[src/shared/tsm_pkg.sv]
// Package of the transmitter configuration register bank.
// Assumes one clock domain and a plain address/strobe register port.
`default_nettype none
package tsm_pkg;
   localparam int ADDR_W = 8;
   localparam int DATA_W = 8;
   localparam logic [7:0] ADDR_CH34_INT = 8'h09;
   localparam logic [7:0] ADDR_DEV_DEVIATION_SCALE_AND_OUTPUT_DIVIDE = 8'h0a;
   localparam logic [7:0] ADDR_DEV_STEP = 8'h0b;
   localparam logic [7:0] ADDR_MOD_SET0 = 8'h0c;
   localparam logic [7:0] ADDR_MOD_SET1 = 8'h0d;
   localparam logic [7:0] RESET_VALUE = 8'h00;
   localparam logic [4:0] INT_BASE = 5'h10;
   localparam int DEV_STEP_W = 8;
   localparam int DEV_PRODUCT_W = 11;
   localparam int POWER_CODE_W = 6;

   // Deviation multipliers, clock pin edge speed and output divider selects, channel 1 at bit 3.
   typedef struct packed {
      logic deviation_times_four;
      logic deviation_times_two;
      logic [1:0] clock_pin_edge_speed;
      logic ch1_halve_select;
      logic ch2_halve_select;
      logic ch3_halve_select;
      logic ch4_halve_select;
   } tsm_deviation_scale_and_output_divide_type;

   typedef struct packed {
      logic keying_type;
      logic high_power_range;
      logic [5:0] power_code;
   } tsm_modset_type;

   typedef struct packed {
      logic [3:0] ch3_integer_code;
      logic [3:0] ch4_integer_code;
   } tsm_int_type;

   typedef enum logic {
      TSM_FSK = 1'b0,
      TSM_ASK = 1'b1
   } tsm_keying_type;
endpackage : tsm_pkg
`default_nettype wire

[src/hdl/tsm_config_regs.sv]
// Configuration register bank of the transmitter synthesizer and modulator.
// Assumes a host that drives one-cycle read or write strobes on clk.
// Operation
// Channel 3 code 7:4, channel 4 3:0
// Feedback integer equals sixteen plus code
// Halve selects channels 1..4 at bits 3..0
// Select zero passes, one halves frequency
// Deviation step times code, scaled x4, x2
// x4 bit 7, x2 bit 6
// Bit 7 chooses FSK or ASK
// ASK applies power code to high data
// FSK applies power code as constant level
// Set-select zero uses modulation set 0
// Set-select one uses modulation set 1
// Registers read back, reset to zero
//
// The strobed register port was chosen for this implementation.
`timescale 1ns/10ps
`default_nettype none
module tsm_config_regs
   import tsm_pkg::*;
(
   // Clock and reset
   input wire logic clk,
   input wire logic resetn,
   // Register port
   input wire logic [ADDR_W-1:0] reg_addr,
   input wire logic [DATA_W-1:0] reg_wdata,
   input wire logic reg_write,
   input wire logic reg_read,
   output logic [DATA_W-1:0] reg_rdata,
   // Transmit command set select
   input wire logic set_select,
   input wire logic tx_data,
   // Synthesizer controls
   output logic [4:0] ch3_feedback_integer,
   output logic [4:0] ch4_feedback_integer,
   output logic [3:0] halve_select,
   output logic [1:0] clock_pin_edge_speed,
   // Deviation as step count in 2^-16 units of the reference
   output logic [DEV_PRODUCT_W-1:0] deviation_steps,
   // Modulator and amplifier controls
   output logic keying_ask,
   output logic high_power_range,
   output logic [POWER_CODE_W-1:0] amp_level
);
   logic sync1_reg;
   logic sync2_reg;
   logic rst_n;
   tsm_int_type int_reg;
   tsm_deviation_scale_and_output_divide_type deviation_scale_and_output_divide_reg;
   logic [DEV_STEP_W-1:0] step_reg;
   tsm_modset_type set0_reg;
   tsm_modset_type set1_reg;
   logic [DATA_W-1:0] rdata_next;
   tsm_modset_type active_set;
   logic [DEV_PRODUCT_W-1:0] dev_next;
   logic [POWER_CODE_W-1:0] level_next;

   // Reset release through two flops keeps removal synchronous to clk.
   always_ff @(posedge clk or negedge resetn) begin
      if (!resetn) begin
         sync1_reg <= 1'b0;
         sync2_reg <= 1'b0;
      end else begin
         sync1_reg <= 1'b1;
         sync2_reg <= sync1_reg;
      end
   end
   assign rst_n = sync2_reg;

   function automatic logic [4:0] int_decode(input logic [3:0] code);
      int_decode = INT_BASE + {1'b0, code};
   endfunction : int_decode

   wire wr_int = reg_write && (reg_addr == ADDR_CH34_INT);
   wire wr_deviation_scale_and_output_divide = reg_write && (reg_addr == ADDR_DEV_DEVIATION_SCALE_AND_OUTPUT_DIVIDE);
   wire wr_step = reg_write && (reg_addr == ADDR_DEV_STEP);
   wire wr_set0 = reg_write && (reg_addr == ADDR_MOD_SET0);
   wire wr_set1 = reg_write && (reg_addr == ADDR_MOD_SET1);

   // One short process per register; writes to unmapped addresses match none of them.
   always_ff @(posedge clk or negedge rst_n) begin
      if (!rst_n) begin
         int_reg <= RESET_VALUE;
      end else if (wr_int) begin
         int_reg <= reg_wdata;
      end
   end

   always_ff @(posedge clk or negedge rst_n) begin
      if (!rst_n) begin
         deviation_scale_and_output_divide_reg <= RESET_VALUE;
      end else if (wr_deviation_scale_and_output_divide) begin
         deviation_scale_and_output_divide_reg <= reg_wdata;
      end
   end

   always_ff @(posedge clk or negedge rst_n) begin
      if (!rst_n) begin
         step_reg <= RESET_VALUE;
      end else if (wr_step) begin
         step_reg <= reg_wdata;
      end
   end

   always_ff @(posedge clk or negedge rst_n) begin
      if (!rst_n) begin
         set0_reg <= RESET_VALUE;
      end else if (wr_set0) begin
         set0_reg <= reg_wdata;
      end
   end

   always_ff @(posedge clk or negedge rst_n) begin
      if (!rst_n) begin
         set1_reg <= RESET_VALUE;
      end else if (wr_set1) begin
         set1_reg <= reg_wdata;
      end
   end

   // Unmapped addresses read as zero.
   assign rdata_next = (reg_addr == ADDR_CH34_INT) ? int_reg :
                       (reg_addr == ADDR_DEV_DEVIATION_SCALE_AND_OUTPUT_DIVIDE) ? deviation_scale_and_output_divide_reg :
                       (reg_addr == ADDR_DEV_STEP) ? step_reg :
                       (reg_addr == ADDR_MOD_SET0) ? set0_reg :
                       (reg_addr == ADDR_MOD_SET1) ? set1_reg : RESET_VALUE;

   assign active_set = set_select ? set1_reg : set0_reg;
   wire addr_mapped = (reg_addr >= ADDR_CH34_INT) && (reg_addr <= ADDR_MOD_SET1);

   // Shift by two for x4 and one for x2; both set gives x8.
   assign dev_next = ({3'b000, step_reg}
                      << {deviation_scale_and_output_divide_reg.deviation_times_four, deviation_scale_and_output_divide_reg.deviation_times_two});

   // ASK drops to zero on low data; the low level belongs to another register.
   assign level_next = (active_set.keying_type == TSM_ASK) ?
                       (tx_data ? active_set.power_code : '0) :
                       active_set.power_code;

   // Read data stand for one cycle only and fall back to zero.
   always_ff @(posedge clk or negedge rst_n) begin
      if (!rst_n) begin
         reg_rdata <= RESET_VALUE;
      end else begin
         reg_rdata <= reg_read ? rdata_next : RESET_VALUE;
      end
   end

   always_ff @(posedge clk or negedge rst_n) begin
      if (!rst_n) begin
         ch3_feedback_integer <= INT_BASE;
      end else begin
         ch3_feedback_integer <= int_decode(int_reg.ch3_integer_code);
      end
   end

   always_ff @(posedge clk or negedge rst_n) begin
      if (!rst_n) begin
         ch4_feedback_integer <= INT_BASE;
      end else begin
         ch4_feedback_integer <= int_decode(int_reg.ch4_integer_code);
      end
   end

   always_ff @(posedge clk or negedge rst_n) begin
      if (!rst_n) begin
         halve_select <= '0;
      end else begin
         halve_select <= {deviation_scale_and_output_divide_reg.ch1_halve_select, deviation_scale_and_output_divide_reg.ch2_halve_select,
                          deviation_scale_and_output_divide_reg.ch3_halve_select, deviation_scale_and_output_divide_reg.ch4_halve_select};
      end
   end

   always_ff @(posedge clk or negedge rst_n) begin
      if (!rst_n) begin
         clock_pin_edge_speed <= '0;
      end else begin
         clock_pin_edge_speed <= deviation_scale_and_output_divide_reg.clock_pin_edge_speed;
      end
   end

   always_ff @(posedge clk or negedge rst_n) begin
      if (!rst_n) begin
         deviation_steps <= '0;
      end else begin
         deviation_steps <= dev_next;
      end
   end

   always_ff @(posedge clk or negedge rst_n) begin
      if (!rst_n) begin
         keying_ask <= 1'b0;
      end else begin
         keying_ask <= active_set.keying_type;
      end
   end

   always_ff @(posedge clk or negedge rst_n) begin
      if (!rst_n) begin
         high_power_range <= 1'b0;
      end else begin
         high_power_range <= active_set.high_power_range;
      end
   end

   always_ff @(posedge clk or negedge rst_n) begin
      if (!rst_n) begin
         amp_level <= '0;
      end else begin
         amp_level <= level_next;
      end
   end
endmodule : tsm_config_regs
`default_nettype wire

[config.mk]
export PLATFORM = sky130hd
export DESIGN_NAME = tsm_config_regs
export DESIGN_NICKNAME = d
export VERILOG_FILES = /design/src/shared/tsm_pkg.sv /design/src/hdl/tsm_config_regs.sv
export SDC_FILE = /design/constraint.sdc
export NUM_CORES = 1
export LEC_CHECK = 0
export BUFFER_PORTS_ARGS = -buffer_cell sky130_fd_sc_hd__buf_2
export CORE_ASPECT_RATIO = 1.2
export CORE_MARGIN = 5
export CORE_UTILIZATION = 57
export CTS_BUF_LIST = sky130_fd_sc_hd__clkbuf_2
export CTS_CLUSTER_DIAMETER = 60
export DETAILED_ROUTE_END_ITERATION = 12
export GPL_ROUTABILITY_DRIVEN = 1
export PLACE_DENSITY = 0.89
export SYNTH_ARGS = -nofsm -noshare
export SYNTH_HDL_FRONTEND = slang
export SYNTH_SLANG_ARGS = --single-unit
[constraint.sdc]
create_clock -name clk -period 3.05 [get_ports clk]
set_clock_uncertainty 0.15 [all_clocks]
set_input_delay 0 -clock clk [delete_from_list [all_inputs] [get_ports clk]]
set_output_delay 0 -clock clk [all_outputs]
set_load 0.005 [all_outputs]
======== Word level (Yosys, flattened, before mapping) ========
Cells that the tools add are included.
cells by class
  equality and inequality tests ........... 5
  reduce and logical (&&, ||, !) cells .... 5
  shifts and indexed selects .............. 1
  muxes and demuxes ....................... 9
  add/sub/neg operators ................... 2
operator list
  cell                   number
  $mux W8                7
  $eq A8 B4 Y1 const B   5
  $mux W6                2
  $shl A8 B2 Y11         1
  $add A5 B4 Y5 const A  2
  $logic_and A1 B1 Y1    5
storage, ports and cells
  bits in registers ....................... 85
  output and inout bits ................... 43

======== Longest topological paths before layout ========
Gate-level depths: netlist of run 1.
  word-level depth ........................ 7
  depth in mapped cells ................... 6

======== Worst setup path after synthesis of run 1 ========
Ideal clock, no wire load.
  path kind ............................... flip-flop to flip-flop
  from .................................... register deviation_scale_and_output_divide_reg[7] (netlist bit)
  to ...................................... register deviation_steps[4]
  required time ........................... 2762 ps
  data arrival time ....................... 1163 ps
  slack ................................... 1599 ps
  stages on the path, launching flop included .. 4
  clock period less this slack ............ 1451 ps
  path buffers ............................ 2
  cell sequence ........................... dfrtp_1 clkbuf_1 clkbuf_1 mux4_2
between the ends
  word-level cells in the longest chain between the ends .. 1
ends and longest elaborated chain
  item                      line                    text
  start: declaration        tsm_config_regs.sv:51   tsm_deviation_scale_and_output_divide_type deviation_scale_and_output_divide_reg;
  start signal: assignment  tsm_config_regs.sv:95   deviation_scale_and_output_divide_reg <= reg_wdata;
  $shl A8 B2 Y11            tsm_config_regs.sv:134  assign dev_next = ({3'b000, step_reg}
  via dev_next[4]           tsm_config_regs.sv:57   logic [DEV_PRODUCT_W-1:0] dev_next;
  end signal: assignment    tsm_config_regs.sv:188  deviation_steps <= dev_next;
  end: declaration          tsm_config_regs.sv:41   output logic [DEV_PRODUCT_W-1:0] deviation_steps,
The timed path passes the listed nets, and every way through them passes these cells.
A chain may end at the register's enable or synchronous reset.

======== Worst setup path after layout of run 1 ========
  from .................................... input reg_addr[5]
  to ...................................... register step_reg[6]
between the ends
  word-level cells in the longest chain between the ends .. 2
ends and longest elaborated chain
  item                    line                    text
  start: declaration      tsm_config_regs.sv:27   input wire logic [ADDR_W-1:0] reg_addr,
  $eq A8 B4 Y1            tsm_config_regs.sv:78   wire wr_step = reg_write && (reg_addr == ADDR_DEV_STEP);
  $logic_and A1 B1 Y1     tsm_config_regs.sv:78
  end signal: assignment  tsm_config_regs.sv:103  step_reg <= reg_wdata;
  end: declaration        tsm_config_regs.sv:52   logic [DEV_STEP_W-1:0] step_reg;
No other way between the ends.

==> summary.md, run 1 <==
| Metric | Value |
|---|---|
| Sw Ratio | `0.261` |
| # rows | `31` |
| Clock network fraction of design power | `0.292` |
| CTS tree | `yes` |
| RSZ-0062 raised after global routing | `no` |
| Routed vias/inst | `5.56` |
| CTS sink cnt | `83` |
| Slew @ Worst Pin | `0.998 ns` |
| Worst-case reg-to-reg path depth | `4` |
| Max reg flops | `11` |
| Overflow after GRT | `0` |
| Max Cap Viol | `0` |
| R2R Setup Slk | `1.18 ns` |
| Clock Path Buffers | `2` |
| Reg clk slew, reported paths | `0.23 ns` |
| Seq/Total Area, Yosys | `0.603` |
| Initial Utilization | `0.576` |
| Post-route DRC | `0` |
| Largest net degree at the start of global routing | `82` |
| Most frequent cells in the layout | `82 x dfrtp_1, 62 x buf_2, 42 x mux2_2` |
| Routability cong. | `0.914` |
| Post-layout util | `0.693` |
| CTS root buf | `clkbuf_2` |
| Largest register by flop count | `deviation_steps` |
| Core area | `5970 sq um` |
| Yosys cell types | `29` |
| Status | `finished, final reports clean` |
| Post-Route WL | `7.50 mm` |
| Antenna violations before repair | `0` |
| Worst Hold Path EP | `int_reg[3]` |
| Chip Height | `95.1 um` |
| Vias in the first global route | `2,356` |
| Chip width | `80.9 um` |
| Tot GR Track Use | `0.219` |
| Layout area overhead | `20.2%` |
| FF/Latch Area | `2080 sq um` |
| Post-CTS resize count | `0` |
| Type of the most critical hold path | `primary input to register` |
| Post-synth EDFFs | `0` |
| Fin. Hold Viols | `0` |
| Mapped cell area | `3440 sq um` |
| Synth warn | `0` |
| HPWL Detailed | `5.02 mm` |
| Leak Pwr | `2.16 nW` |
| DR vias | `2,334` |
| Footprint of the multi-input gates | `1300 sq um` |
| Critical R2R Capture | `amp_level[2]` |
| Crit path DAT | `2.73 ns` |
| Die area | `7700 sq um` |
| Sequential power share | `0.619` |
| Comb pwr share | `0.089` |
| Proportion of layout cells with a drive suffix above 1 | `0.383` |
| Psw | `0.508 mW` |
| Num CTS Buffers | `9` |
| First-pass GRT wire length | `12.3 mm` |
| Worst Hold Launch | `reg_wdata[3]` |
| CP endpoint kind | `register` |
| Most common cell after layout, fill and taps aside | `dfrtp_1` |
| Peak supply drop | `0.000245 V` |
| Setup tns final | `0 ns` |
| Buffers added on ports | `62` |
| Ys async rst share | `1.00` |
| Worst Path Max Fanout | `8` |
| Slew headroom | `0.335` |
| FF+latch count, synth | `83` |
| H-Tree Depth | `3` |
| Power Density | `470 nW/um^2` |
| Max Slew Vio Count | `0` |
| Worst EP required | `3.38 ns` |
| NumNets Final | `354` |
| R2R Path Start | `set0_reg[7]` |
| Worst Setup Start Kind | `primary input` |
| Drt wl/cell | `17.9 um` |
| Clock period minus worst slack | `2.39 ns` |
| Post-synthesis average cell area | `13.8 sq um` |
| Final setup vio count | `0` |
| Fill count | `417` |
| Internal power | `1.44 mW` |
| Final ANT Viol Nets | `0` |
| Hold path depth | `3` |
| Top_reg_cell synth | `dfrtp_1` |
| Ports | `65` |
| Worst-skew pair later-pin latency | `0.56 ns` |
| DRT iter0 DRCs | `178` |
| Crit path kind | `primary input to register` |
| Pre-Repair DR Iteration Count | `5` |
| Cells after synthesis | `249` |
| Fin crit share | `0.785` |
| F_max | `418 MHz` |
==> through the flow <==
step	worst slack (ns)	cell area [sq um]	cells	total power, mW	hold WS, ns
after detailed placement	1.08	3800	381	1.37	-0.362
after global routing	0.609	4130	419	2.04	0.0964
after global placement	1.17	3800	381	1.36	-0.366
after CTS	0.745	4130	419	1.95	0.0963
final	0.655	4140	420	1.94	0.122
after floorplan	0.417	3450	251	1.30	-0.446
==> metal layers <==
metal / up-vias / wire length, um / GRT usage
met4: 0 / 391 / 0.144
met2: 97 / 3660 / 0.341
met5: - / 0 / 0
met1: 1136 / 3010 / 0.271
met3: 36 / 437 / 0.0539
li1: 1065 / - / -
==> Yosys cell counts, types with 2 or more instances <==
cell type	instances	area [sq um]
dfrtp_1	83	2080
mux2_2	42	473
mux2i_1	20	200
a21oi_1	18	90.1
nor2_1	17	63.8
o21a_1	8	60.1
buf_2	6	30.0
clkbuf_1	6	22.5
nor2b_1	5	31.3
nor3_1	5	25.0
o22a_1	5	43.8
nor3b_1	4	30.0
buf_4	3	22.5
nand2_1	3	11.3
nand3_4	3	52.6
nand3b_1	3	22.5
o22ai_1	3	18.8
mux4_2	2	45.0
nand4_4	2	42.5
o21ai_0	2	10.0
==> critical path, stage by stage <==
cell and delay (ns):
dlygate4sd3_1 0.54, buf_2 0.12, nor4_2 0.31, and2_1 0.51, nand4_4 0.28, mux2_1 0.39
dlygate4sd3_1 0.57
==> worst max-delay path by stage <==
stage	startpoint	endpoint	cells past startpoint
after floorplan	rst_n	amp_level[0]	0
after global placement	reg_addr[0]	int_reg[7]	5
after detailed placement	reg_addr[0]	reg_rdata[2]	5
after CTS	reg_addr[5]	step_reg[6]	7
after global routing	reg_addr[5]	step_reg[6]	7
final	reg_addr[5]	step_reg[6]	7
==> logic make-up (layout without fill, tap and decap cells) <==
kind of cell           count (synthesis)  in the layout  synth area share
AOI/OAI and AO/OA                     37             37            0.0669
buffers and inverters                 15            101            0.0218
DFF                                   83             83             0.603
muxes                                 65             65             0.212
other                                  1              4           0.00109
and+or+nand+nor                       48             48            0.0949
==> final cells by class <==
type / instances / area share
multi-input cells: 153 / 0.314
diodes: 1 / 0.000605
clock inverters: 6 / 0.0157
flip-flops and latches: 83 / 0.503
repair buffers: 85 / 0.130
well taps: 82 / 0.0248
clock buffers: 10 / 0.0121
==> power groups by stage <==
stage          sequential, mW  combinational, mW  clock, mW
2_1_floorplan            1.21             0.0965          0
3_3_place_gp             1.22              0.144          0
3_5_place_dp             1.22              0.150          0
4_1_cts                  1.20              0.172      0.574
5_1_grt                  1.22              0.188      0.632
6_report                 1.20              0.173      0.569
==> repair_timing <==
action                    in CTS  in global routing
hold endpoints to repair      58                  0
hold buffers                  22                  0
buffers inserted               0                  0
Note: power is estimated with default switching activity, not from simulation.
==> run 2, diff against run 1 <==
Settings changed: ABC_AREA set to 1, PLACE_DENSITY 0.89 to 0.88.
Clock period 3.05 ns to 2.38 ns, I/O delays scaled along.
==> run 2 against run 1 <==
Die area increased by 4.1%; critical path depth rose by 4; utilization rose by 5.5 points.
==> summary.md, run 2 <==
| Metric | Value |
|---|---|
| Top_reg_cell synth | `dfrtp_1` |
| Clock Path Buffers | `2 (unchanged)` |
| Crit path DAT | `2.69 ns (-0.04 ns)` |
| Top Family by Delay on Critical Path | `buffers and inverters` |
| Drt wl/cell | `15.7 um (-12%)` |
| HPWL Detailed | `5.59 mm (+11%)` |
| Psw | `0.665 mW (+31%)` |
| Routability cong. | `0.920 (+0.59%)` |
| Power Density | `530 nW/um^2 (+13%)` |
| Clock period minus worst slack | `2.35 ns` |
| Layout area overhead | `26.4%` |
| Levels on crit path | `11 (+4)` |
| Proportion of layout cells with a drive suffix above 1 | `0.264 (-0.118)` |
| Crit path kind | `primary input to register` |
| Die area | `8010 sq um (+4.1%)` |
| Sequential power share | `0.637 (+0.018)` |
| Fin crit share | `0.987` |
| Type of the most critical hold path | `primary input to register` |
| Largest register by flop count | `deviation_steps` |
| Cells after synthesis | `364 (+46%)` |
| Max Slew Vio Count | `0 (unchanged)` |
| CTS tree | `yes` |
| CTS root buf | `clkbuf_2` |
| Hold path depth | `7 (+4)` |
| Diodes inserted | `0 (-1)` |
| Status | `finished, final reports clean` |
| Initial Utilization | `0.591 (+0.0151)` |
| Largest net degree at the start of global routing | `49 (-40%)` |
| Buf/Inv on CP | `5 (+2)` |
| Chip Height | `97.1 um (+2.0%)` |
| Pre-Repair DR Iteration Count | `6 (+1)` |
| Reg clk slew, reported paths | `0.19 ns (-0.04 ns)` |
| Commonest cells in the netlist | `83 x dfrtp_1, 80 x nand2_1, 39 x inv_1` |
| Worst-case reg-to-reg path depth | `4 (unchanged)` |
| Crit-path slowest cell | `dlygate4sd3_1` |
| Buffers added on ports | `62 (unchanged)` |
| Tot GR Track Use | `0.238 (+0.0190)` |
| Sw Ratio | `0.276 (+0.0145)` |
| Dpl ws | `0.669 ns (-0.408 ns)` |
| Most frequent cells in the layout | `82 x dfrtp_1, 80 x nand2_1, 62 x buf_2` |
| Core area | `6090 sq um (+1.9%)` |
| Cell taking the most area after synthesis | `dfrtp_1` |
| Worst Setup Start Kind | `primary input` |
| Chip width | `82.6 um (+2.0%)` |
| Met2 WL | `4.33 mm (+18%)` |
| Final ANT Viol Nets | `0 (unchanged)` |
| Post-route DRC | `0 (unchanged)` |
| Synth top area cells | `dfrtp_1 58%, nand2_1 8.3%, o21ai_0 5.0%, nand3_1 4.6%, inv_1 4.1%` |
| Crit-path cells | `dlygate4sd3_1 > buf_2 > inv_1 > nand2_2 > nor2_2 > nand2_4 > nor2_4 > nand2_1 > dlygate4sd3_1 > o21ai_0 > dlygate4sd3_1` |
| H-Tree Depth | `3 (unchanged)` |
| # rows | `31 (unchanged)` |
| Routed vias/inst | `5.52 (-0.58%)` |
| DRT met1 WL | `3.39 mm (+12%)` |
| Dominant cell by count in the synthesized netlist | `dfrtp_1` |
| NumNets Final | `503 (+42%)` |
| Leak Pwr | `2.31 nW (+6.8%)` |
| FF+latch count, synth | `83 (unchanged)` |
| Worst-skew pair later-pin latency | `0.54 ns (-0.02 ns)` |
| Internal power | `1.75 mW (+22%)` |
| Most common cell after layout, fill and taps aside | `dfrtp_1` |
| Power Total | `2.41 mW (+24%)` |
| Num CTS Buffers | `9 (unchanged)` |
| Comb pwr share | `0.122 (+0.033)` |
| Overflow after GRT | `0 (unchanged)` |
| Vias in the first global route | `3,098 (+31%)` |
| CP max stage delay | `0.59 ns (+0.02 ns)` |
| Worst Path Max Fanout | `10 (+2)` |
| Post-Route WL | `8.89 mm (+19%)` |
| Ys async rst share | `1.00 (unchanged)` |
| CP endpoint kind | `register` |
| Slew headroom | `0.503 (+0.168)` |
| Peak supply drop | `0.000381 V (+56%)` |
| Setup WS post-layout | `0.0315 ns (-0.624 ns)` |
| DRT iter0 DRCs | `332 (+87%)` |
| F_max | `426 MHz` |
| Met3 routed WL | `623 um (+43%)` |
| CTS sink cnt | `83 (unchanged)` |
| Mapped cell area | `3600 sq um (+4.6%)` |
| DR vias | `3,127 (+34%)` |
| Final setup vio count | `0 (unchanged)` |
| Synth warn | `0 (unchanged)` |
| Top Metal Used | `met4` |
| First-pass GRT wire length | `14.5 mm (+19%)` |
| Share of the synthesized area in the top cell type | `0.577 (-0.0266)` |
| Max reg flops | `11 (unchanged)` |
| Fin. Hold Viols | `0 (unchanged)` |
| Post-synthesis average cell area | `9.89 sq um (-28%)` |
| Clock network fraction of design power | `0.241 (-0.051)` |
| Yosys cell types | `27 (-6.9%)` |
| Cells after DPL | `497 (+30%)` |
| Slew @ Worst Pin | `0.743 ns (-0.254 ns)` |
| Antenna violations before repair | `0 (unchanged)` |
| Seq/Total Area, Yosys | `0.577 (-0.0266)` |
| Ports | `65 (unchanged)` |
| Cell mode on critical path | `dlygate4sd3_1` |
| Max Cap Viol | `0 (unchanged)` |
| Worst EP required | `2.72 ns (-0.66 ns)` |
| Fill count | `417 (unchanged)` |
| Final Non-Filler Cells | `566 (+35%)` |
| Post-synth EDFFs | `0 (unchanged)` |
==> run 2: cell count changes in the layout (fill, tap and decap cells not counted), sizes merged, moves of 5 or more <==
cell,change
nand2,+82
o21ai,+66
inv,+42
mux2,-35
nand3,+34
dlygate4sd3,+27
mux2i,-18
a21oi,-10
o21a,-8
nor2,-5
nor2b,-5
o22a,-5
==> run 2: cell families after synthesis <==
kind of cell,count (synthesis),share of synthesized area
muxes,10,0.0306
other,1,0.00104
buffers and inverters,58,0.0799
AOI/OAI and AO/OA,76,0.122
DFF,83,0.577
and+or+nand+nor,136,0.189
==> run 2: layout make-up <==
cell class | count | area, sq um | area share
Timing Repair Buffer | 118 | 876 | 0.192
Tap cell | 82 | 103 | 0.0225
Clock inverter | 3 | 17.5 | 0.00385
Sequential cell | 83 | 2080 | 0.457
Clock buffer | 11 | 55.1 | 0.0121
Multi-Input combinational cell | 226 | 1260 | 0.276
Inverter | 43 | 161 | 0.0355
==> run 2: metrics by stage <==
step	hold slack [ns]	setup TNS, ns	utilization	instance area (sq um)
after floorplan	-0.446	0	-	3610
after global placement	-0.365	0	0.645	3930
after detailed placement	-0.361	0	0.645	3930
after CTS	0.0468	0	0.740	4510
after global routing	0.0827	-0.0580	0.747	4550
final	0.0842	0	0.747	4550
==> run 2: per-layer routing <==
layer | track usage | vias to the layer above
li1 | - | 1411
met1 | 0.287 | 1497
met2 | 0.369 | 165
met3 | 0.0557 | 54
met4 | 0.161 | 0
met5 | 0 | -
==> run 2: worst register-to-register path: cells and delay by family, from the launching register on <==
family,cells,cell delay [ns]
buf+inv,2,1.12
compound gates,2,0.20
flops,1,0.45
==> run 2: worst paths after layout <==
| check | startpoint | to | slack [ns] |
|---|---|---|---|
| max | reg_addr[2] | step_reg[3] | 0.03 |
| max in group asynchronous | rst_n | deviation_scale_and_output_divide_reg[4] | 1.35 |
| min in group asynchronous | resetn | rst_n | 0.12 |
| min reg2reg | rst_n | set1_reg[6] | 0.14 |
| max reg2reg | int_reg[5] | reg_rdata[5] | 0.37 |
| min | reg_addr[3] | reg_rdata[7] | 0.08 |
==> run 2: power groups by stage <==
stage	clock, mW	sequential, mW	combinational (mW)
2_1_floorplan	0	1.57	0.127
3_3_place_gp	0	1.56	0.228
3_5_place_dp	0	1.56	0.237
4_1_cts	0.584	1.54	0.284
5_1_grt	0.655	1.55	0.326
6_report	0.581	1.54	0.295
==> run 2: what timing repair did <==
| action | 4_1_cts | 5_1_grt |
|---|---|---|
| hold endpoints to repair | 58 | 0 |
| gates resized for setup | 0 | 4 |
| setup buffers | 0 | 3 |
| hold buffers | 51 | 0 |
| endpoints found under the setup margin | 0 | 12 |
==> run 3, diff against run 2 <==
Settings changed: HOLD_SLACK_MARGIN set to 0.1.
==> run 3 against run 2 <==
The run now ends with negative setup slack left; setup slack worse by 0.059 ns; cell area rose by 3.2%; utilization rose by 2.4 points; die area unchanged; critical path depth shrank 1; sequential power is essentially flat; clock-buffer cell count is the same; critical endpoint is now step_reg[4]; largest cell class unchanged.
==> summary.md, run 3 (synthesis results as in run 2) <==
| Metric | Value |
|---|---|
| Status | `complete, but fails checks` |
| Failing checks | `negative setup slack` |
| Routed vias/inst | `5.67 (+2.6%)` |
| Comb pwr share | `0.127 (+0.005)` |
| Fin. Hold Viols | `0 (unchanged)` |
| Crit path DAT | `2.75 ns (+0.06 ns)` |
| Worst-skew pair later-pin latency | `0.54 ns (about the same)` |
| Critical R2R Capture | `reg_rdata[4]` |
| Pre-Repair DR Iteration Count | `8 (+2)` |
| CTS root buf | `clkbuf_2` |
| Post-Route WL | `9.84 mm (+11%)` |
| Clock Path Buffers | `2 (unchanged)` |
| Slew headroom | `0.493 (-0.0101)` |
| Power Total | `2.44 mW (+0.99%)` |
| Vias in the first global route | `3,176 (+2.5%)` |
| Fin crit share | `1.01 (+0.0248)` |
| Buffers added on ports | `62 (unchanged)` |
| Antenna violations before repair | `0 (unchanged)` |
| Slew @ Worst Pin | `0.758 ns (+0.0151 ns)` |
| Core area | `6090 sq um (unchanged)` |
| HPWL Detailed | `5.59 mm (unchanged)` |
| Reg clk slew, reported paths | `0.21 ns (+0.02 ns)` |
| R2R Setup Slk | `0.17 ns (-0.20 ns)` |
| Setup WS post-layout | `-0.0274 ns (-0.0589 ns)` |
| Largest register by flop count | `deviation_steps` |
| Ports | `65 (unchanged)` |
| R2R Path Start | `set1_reg[4]` |
| Max Slew Vio Count | `0 (unchanged)` |
| Dpl ws | `0.669 ns (unchanged)` |
| Routability cong. | `0.920 (unchanged)` |
| Num CTS Buffers | `9 (unchanged)` |
| # rows | `31 (unchanged)` |
| DRT iter0 DRCs | `401 (+21%)` |
| Most frequent cells in the layout | `82 x dfrtp_1, 79 x nand2_1, 62 x buf_2` |
| Clock network fraction of design power | `0.241 (about the same)` |
| Clock period minus worst slack | `2.41 ns (+0.0589 ns)` |
| Worst Setup Start Kind | `primary input` |
| NumNets Final | `519 (+3.2%)` |
| F_max | `415 MHz (-2.4%)` |
| Leak Pwr | `2.35 nW (+1.9%)` |
| Worst EP required | `2.72 ns (about the same)` |
| Overflow after GRT | `0 (unchanged)` |
| CP endpoint kind | `register` |
| Post-route DRC | `0 (unchanged)` |
| Max reg flops | `11 (unchanged)` |
| Final setup vio count | `2 (+2)` |
| Initial Utilization | `0.591 (unchanged)` |
| CTS tree | `yes` |
| Worst-case reg-to-reg path depth | `6 (+2)` |
| Largest net degree at the start of global routing | `49 (unchanged)` |
| Type of the most critical hold path | `register to async pin` |
| Die area | `8010 sq um (unchanged)` |
| Crit path kind | `primary input to register` |
| Diodes inserted | `0 (unchanged)` |
| Max Cap Viol | `0 (unchanged)` |
| Layout area overhead | `30.4%` |
| Sequential power share | `0.632 (-0.005)` |
| Chip width | `82.6 um (unchanged)` |
| Psw | `0.682 mW (+2.6%)` |
| DR vias | `3,298 (+5.5%)` |
| Chip Height | `97.1 um (unchanged)` |
| Internal power | `1.76 mW (+0.40%)` |
| Tot GR Track Use | `0.254 (+0.0156)` |
| Final ANT Viol Nets | `0 (unchanged)` |
| First-pass GRT wire length | `15.4 mm (+6.3%)` |
| Proportion of layout cells with a drive suffix above 1 | `0.268 (+0.00354)` |
| Peak supply drop | `0.000448 V (+17%)` |
| Most common cell after layout, fill and taps aside | `dfrtp_1` |
| CTS sink cnt | `83 (unchanged)` |
| Worst Path Max Fanout | `7 (-3)` |
| H-Tree Depth | `3 (unchanged)` |
| Drt wl/cell | `16.9 um (+7.6%)` |
| Power Density | `519 nW/um^2 (-2.2%)` |
| Sw Ratio | `0.280 (+0.00427)` |
| Crit path from | `reg_addr[0]` |
==> run 3: cell count changes in the layout (fill, tap and decap cells not counted) <==
cell	before	now
dlymetal6s4s_1	2	1
buf_4	4	9
nand2_1	80	79
inv_2	4	3
dlygate4sd3_1	49	61
a21oi_1	8	7
nand2_2	4	6
nor2_1	4	5
nor2_2	3	2
inv_4	0	1
nand2_4	1	0
a21oi_2	0	1
==> run 3: per-stage QoR <==
step	TNS [ns]	area (sq um)	cells	hold slack, ns	utilization
3_3_place_gp	0	3930	497	-0.365	0.645
2_1_floorplan	0	3610	366	-0.446	-
6_report	-0.0318	4700	582	0.123	0.771
5_1_grt	-0.0270	4700	582	0.111	0.771
4_1_cts	0	4650	576	0.116	0.764
3_5_place_dp	0	3930	497	-0.361	0.645
==> run 3: power by group through the flow <==
| stage | Sequential (mW) | Combinational, mW | Clock, mW |
|---|---|---|---|
| global route | 1.55 | 0.337 | 0.667 |
| detailed placement | 1.56 | 0.237 | 0 |
| finish | 1.54 | 0.310 | 0.587 |
| CTS | 1.54 | 0.291 | 0.584 |
| floorplan | 1.57 | 0.127 | 0 |
| global placement | 1.56 | 0.228 | 0 |
==> run 3: critical path, stage by stage <==
cell	delay (ns)
dlygate4sd3_1	0.52
buf_2	0.19
nand2_1	0.07
nor2_1	0.12
nand2_2	0.14
nor2_4	0.27
nand2_1	0.11
dlygate4sd3_1	0.61
o21ai_0	0.11
dlygate4sd3_1	0.61
==> run 3: layout make-up <==
type | instances | area [sq um]
Sequential cell | 83 | 2080
Fill cell | 364 | 1390
Multi-Input combinational cell | 226 | 1260
Timing Repair Buffer | 134 | 1020
Inverter | 43 | 164
Tap cell | 82 | 103
Clock buffer | 11 | 55.1
Clock inverter | 3 | 17.5
==> run 3: worst max-delay path by stage <==
stage                    to  depth (start not counted)  slack, ns
3_5_place_dp    step_reg[2]                          7       0.67
2_1_floorplan  amp_level[0]                          0       0.83
6_report        step_reg[4]                         10      -0.03
5_1_grt        reg_rdata[4]                         11      -0.03
4_1_cts        reg_rdata[0]                         10       0.06
3_3_place_gp    step_reg[3]                          7       0.77
==> run 3: repair_timing <==
action | in CTS | in global routing
resized for setup | 0 | 4
hold buffers | 65 | 0
hold endpoints to repair | 58 | 0
endpoints found under the setup margin | 0 | 13
buffers inserted | 0 | 8
==> run 3: metal layers <==
layer | GRT usage | share of wire
met1 | 0.302 | 0.35
met2 | 0.398 | 0.49
met3 | 0.0761 | 0.098
met4 | 0.147 | 0.068
met5 | 0 | 0
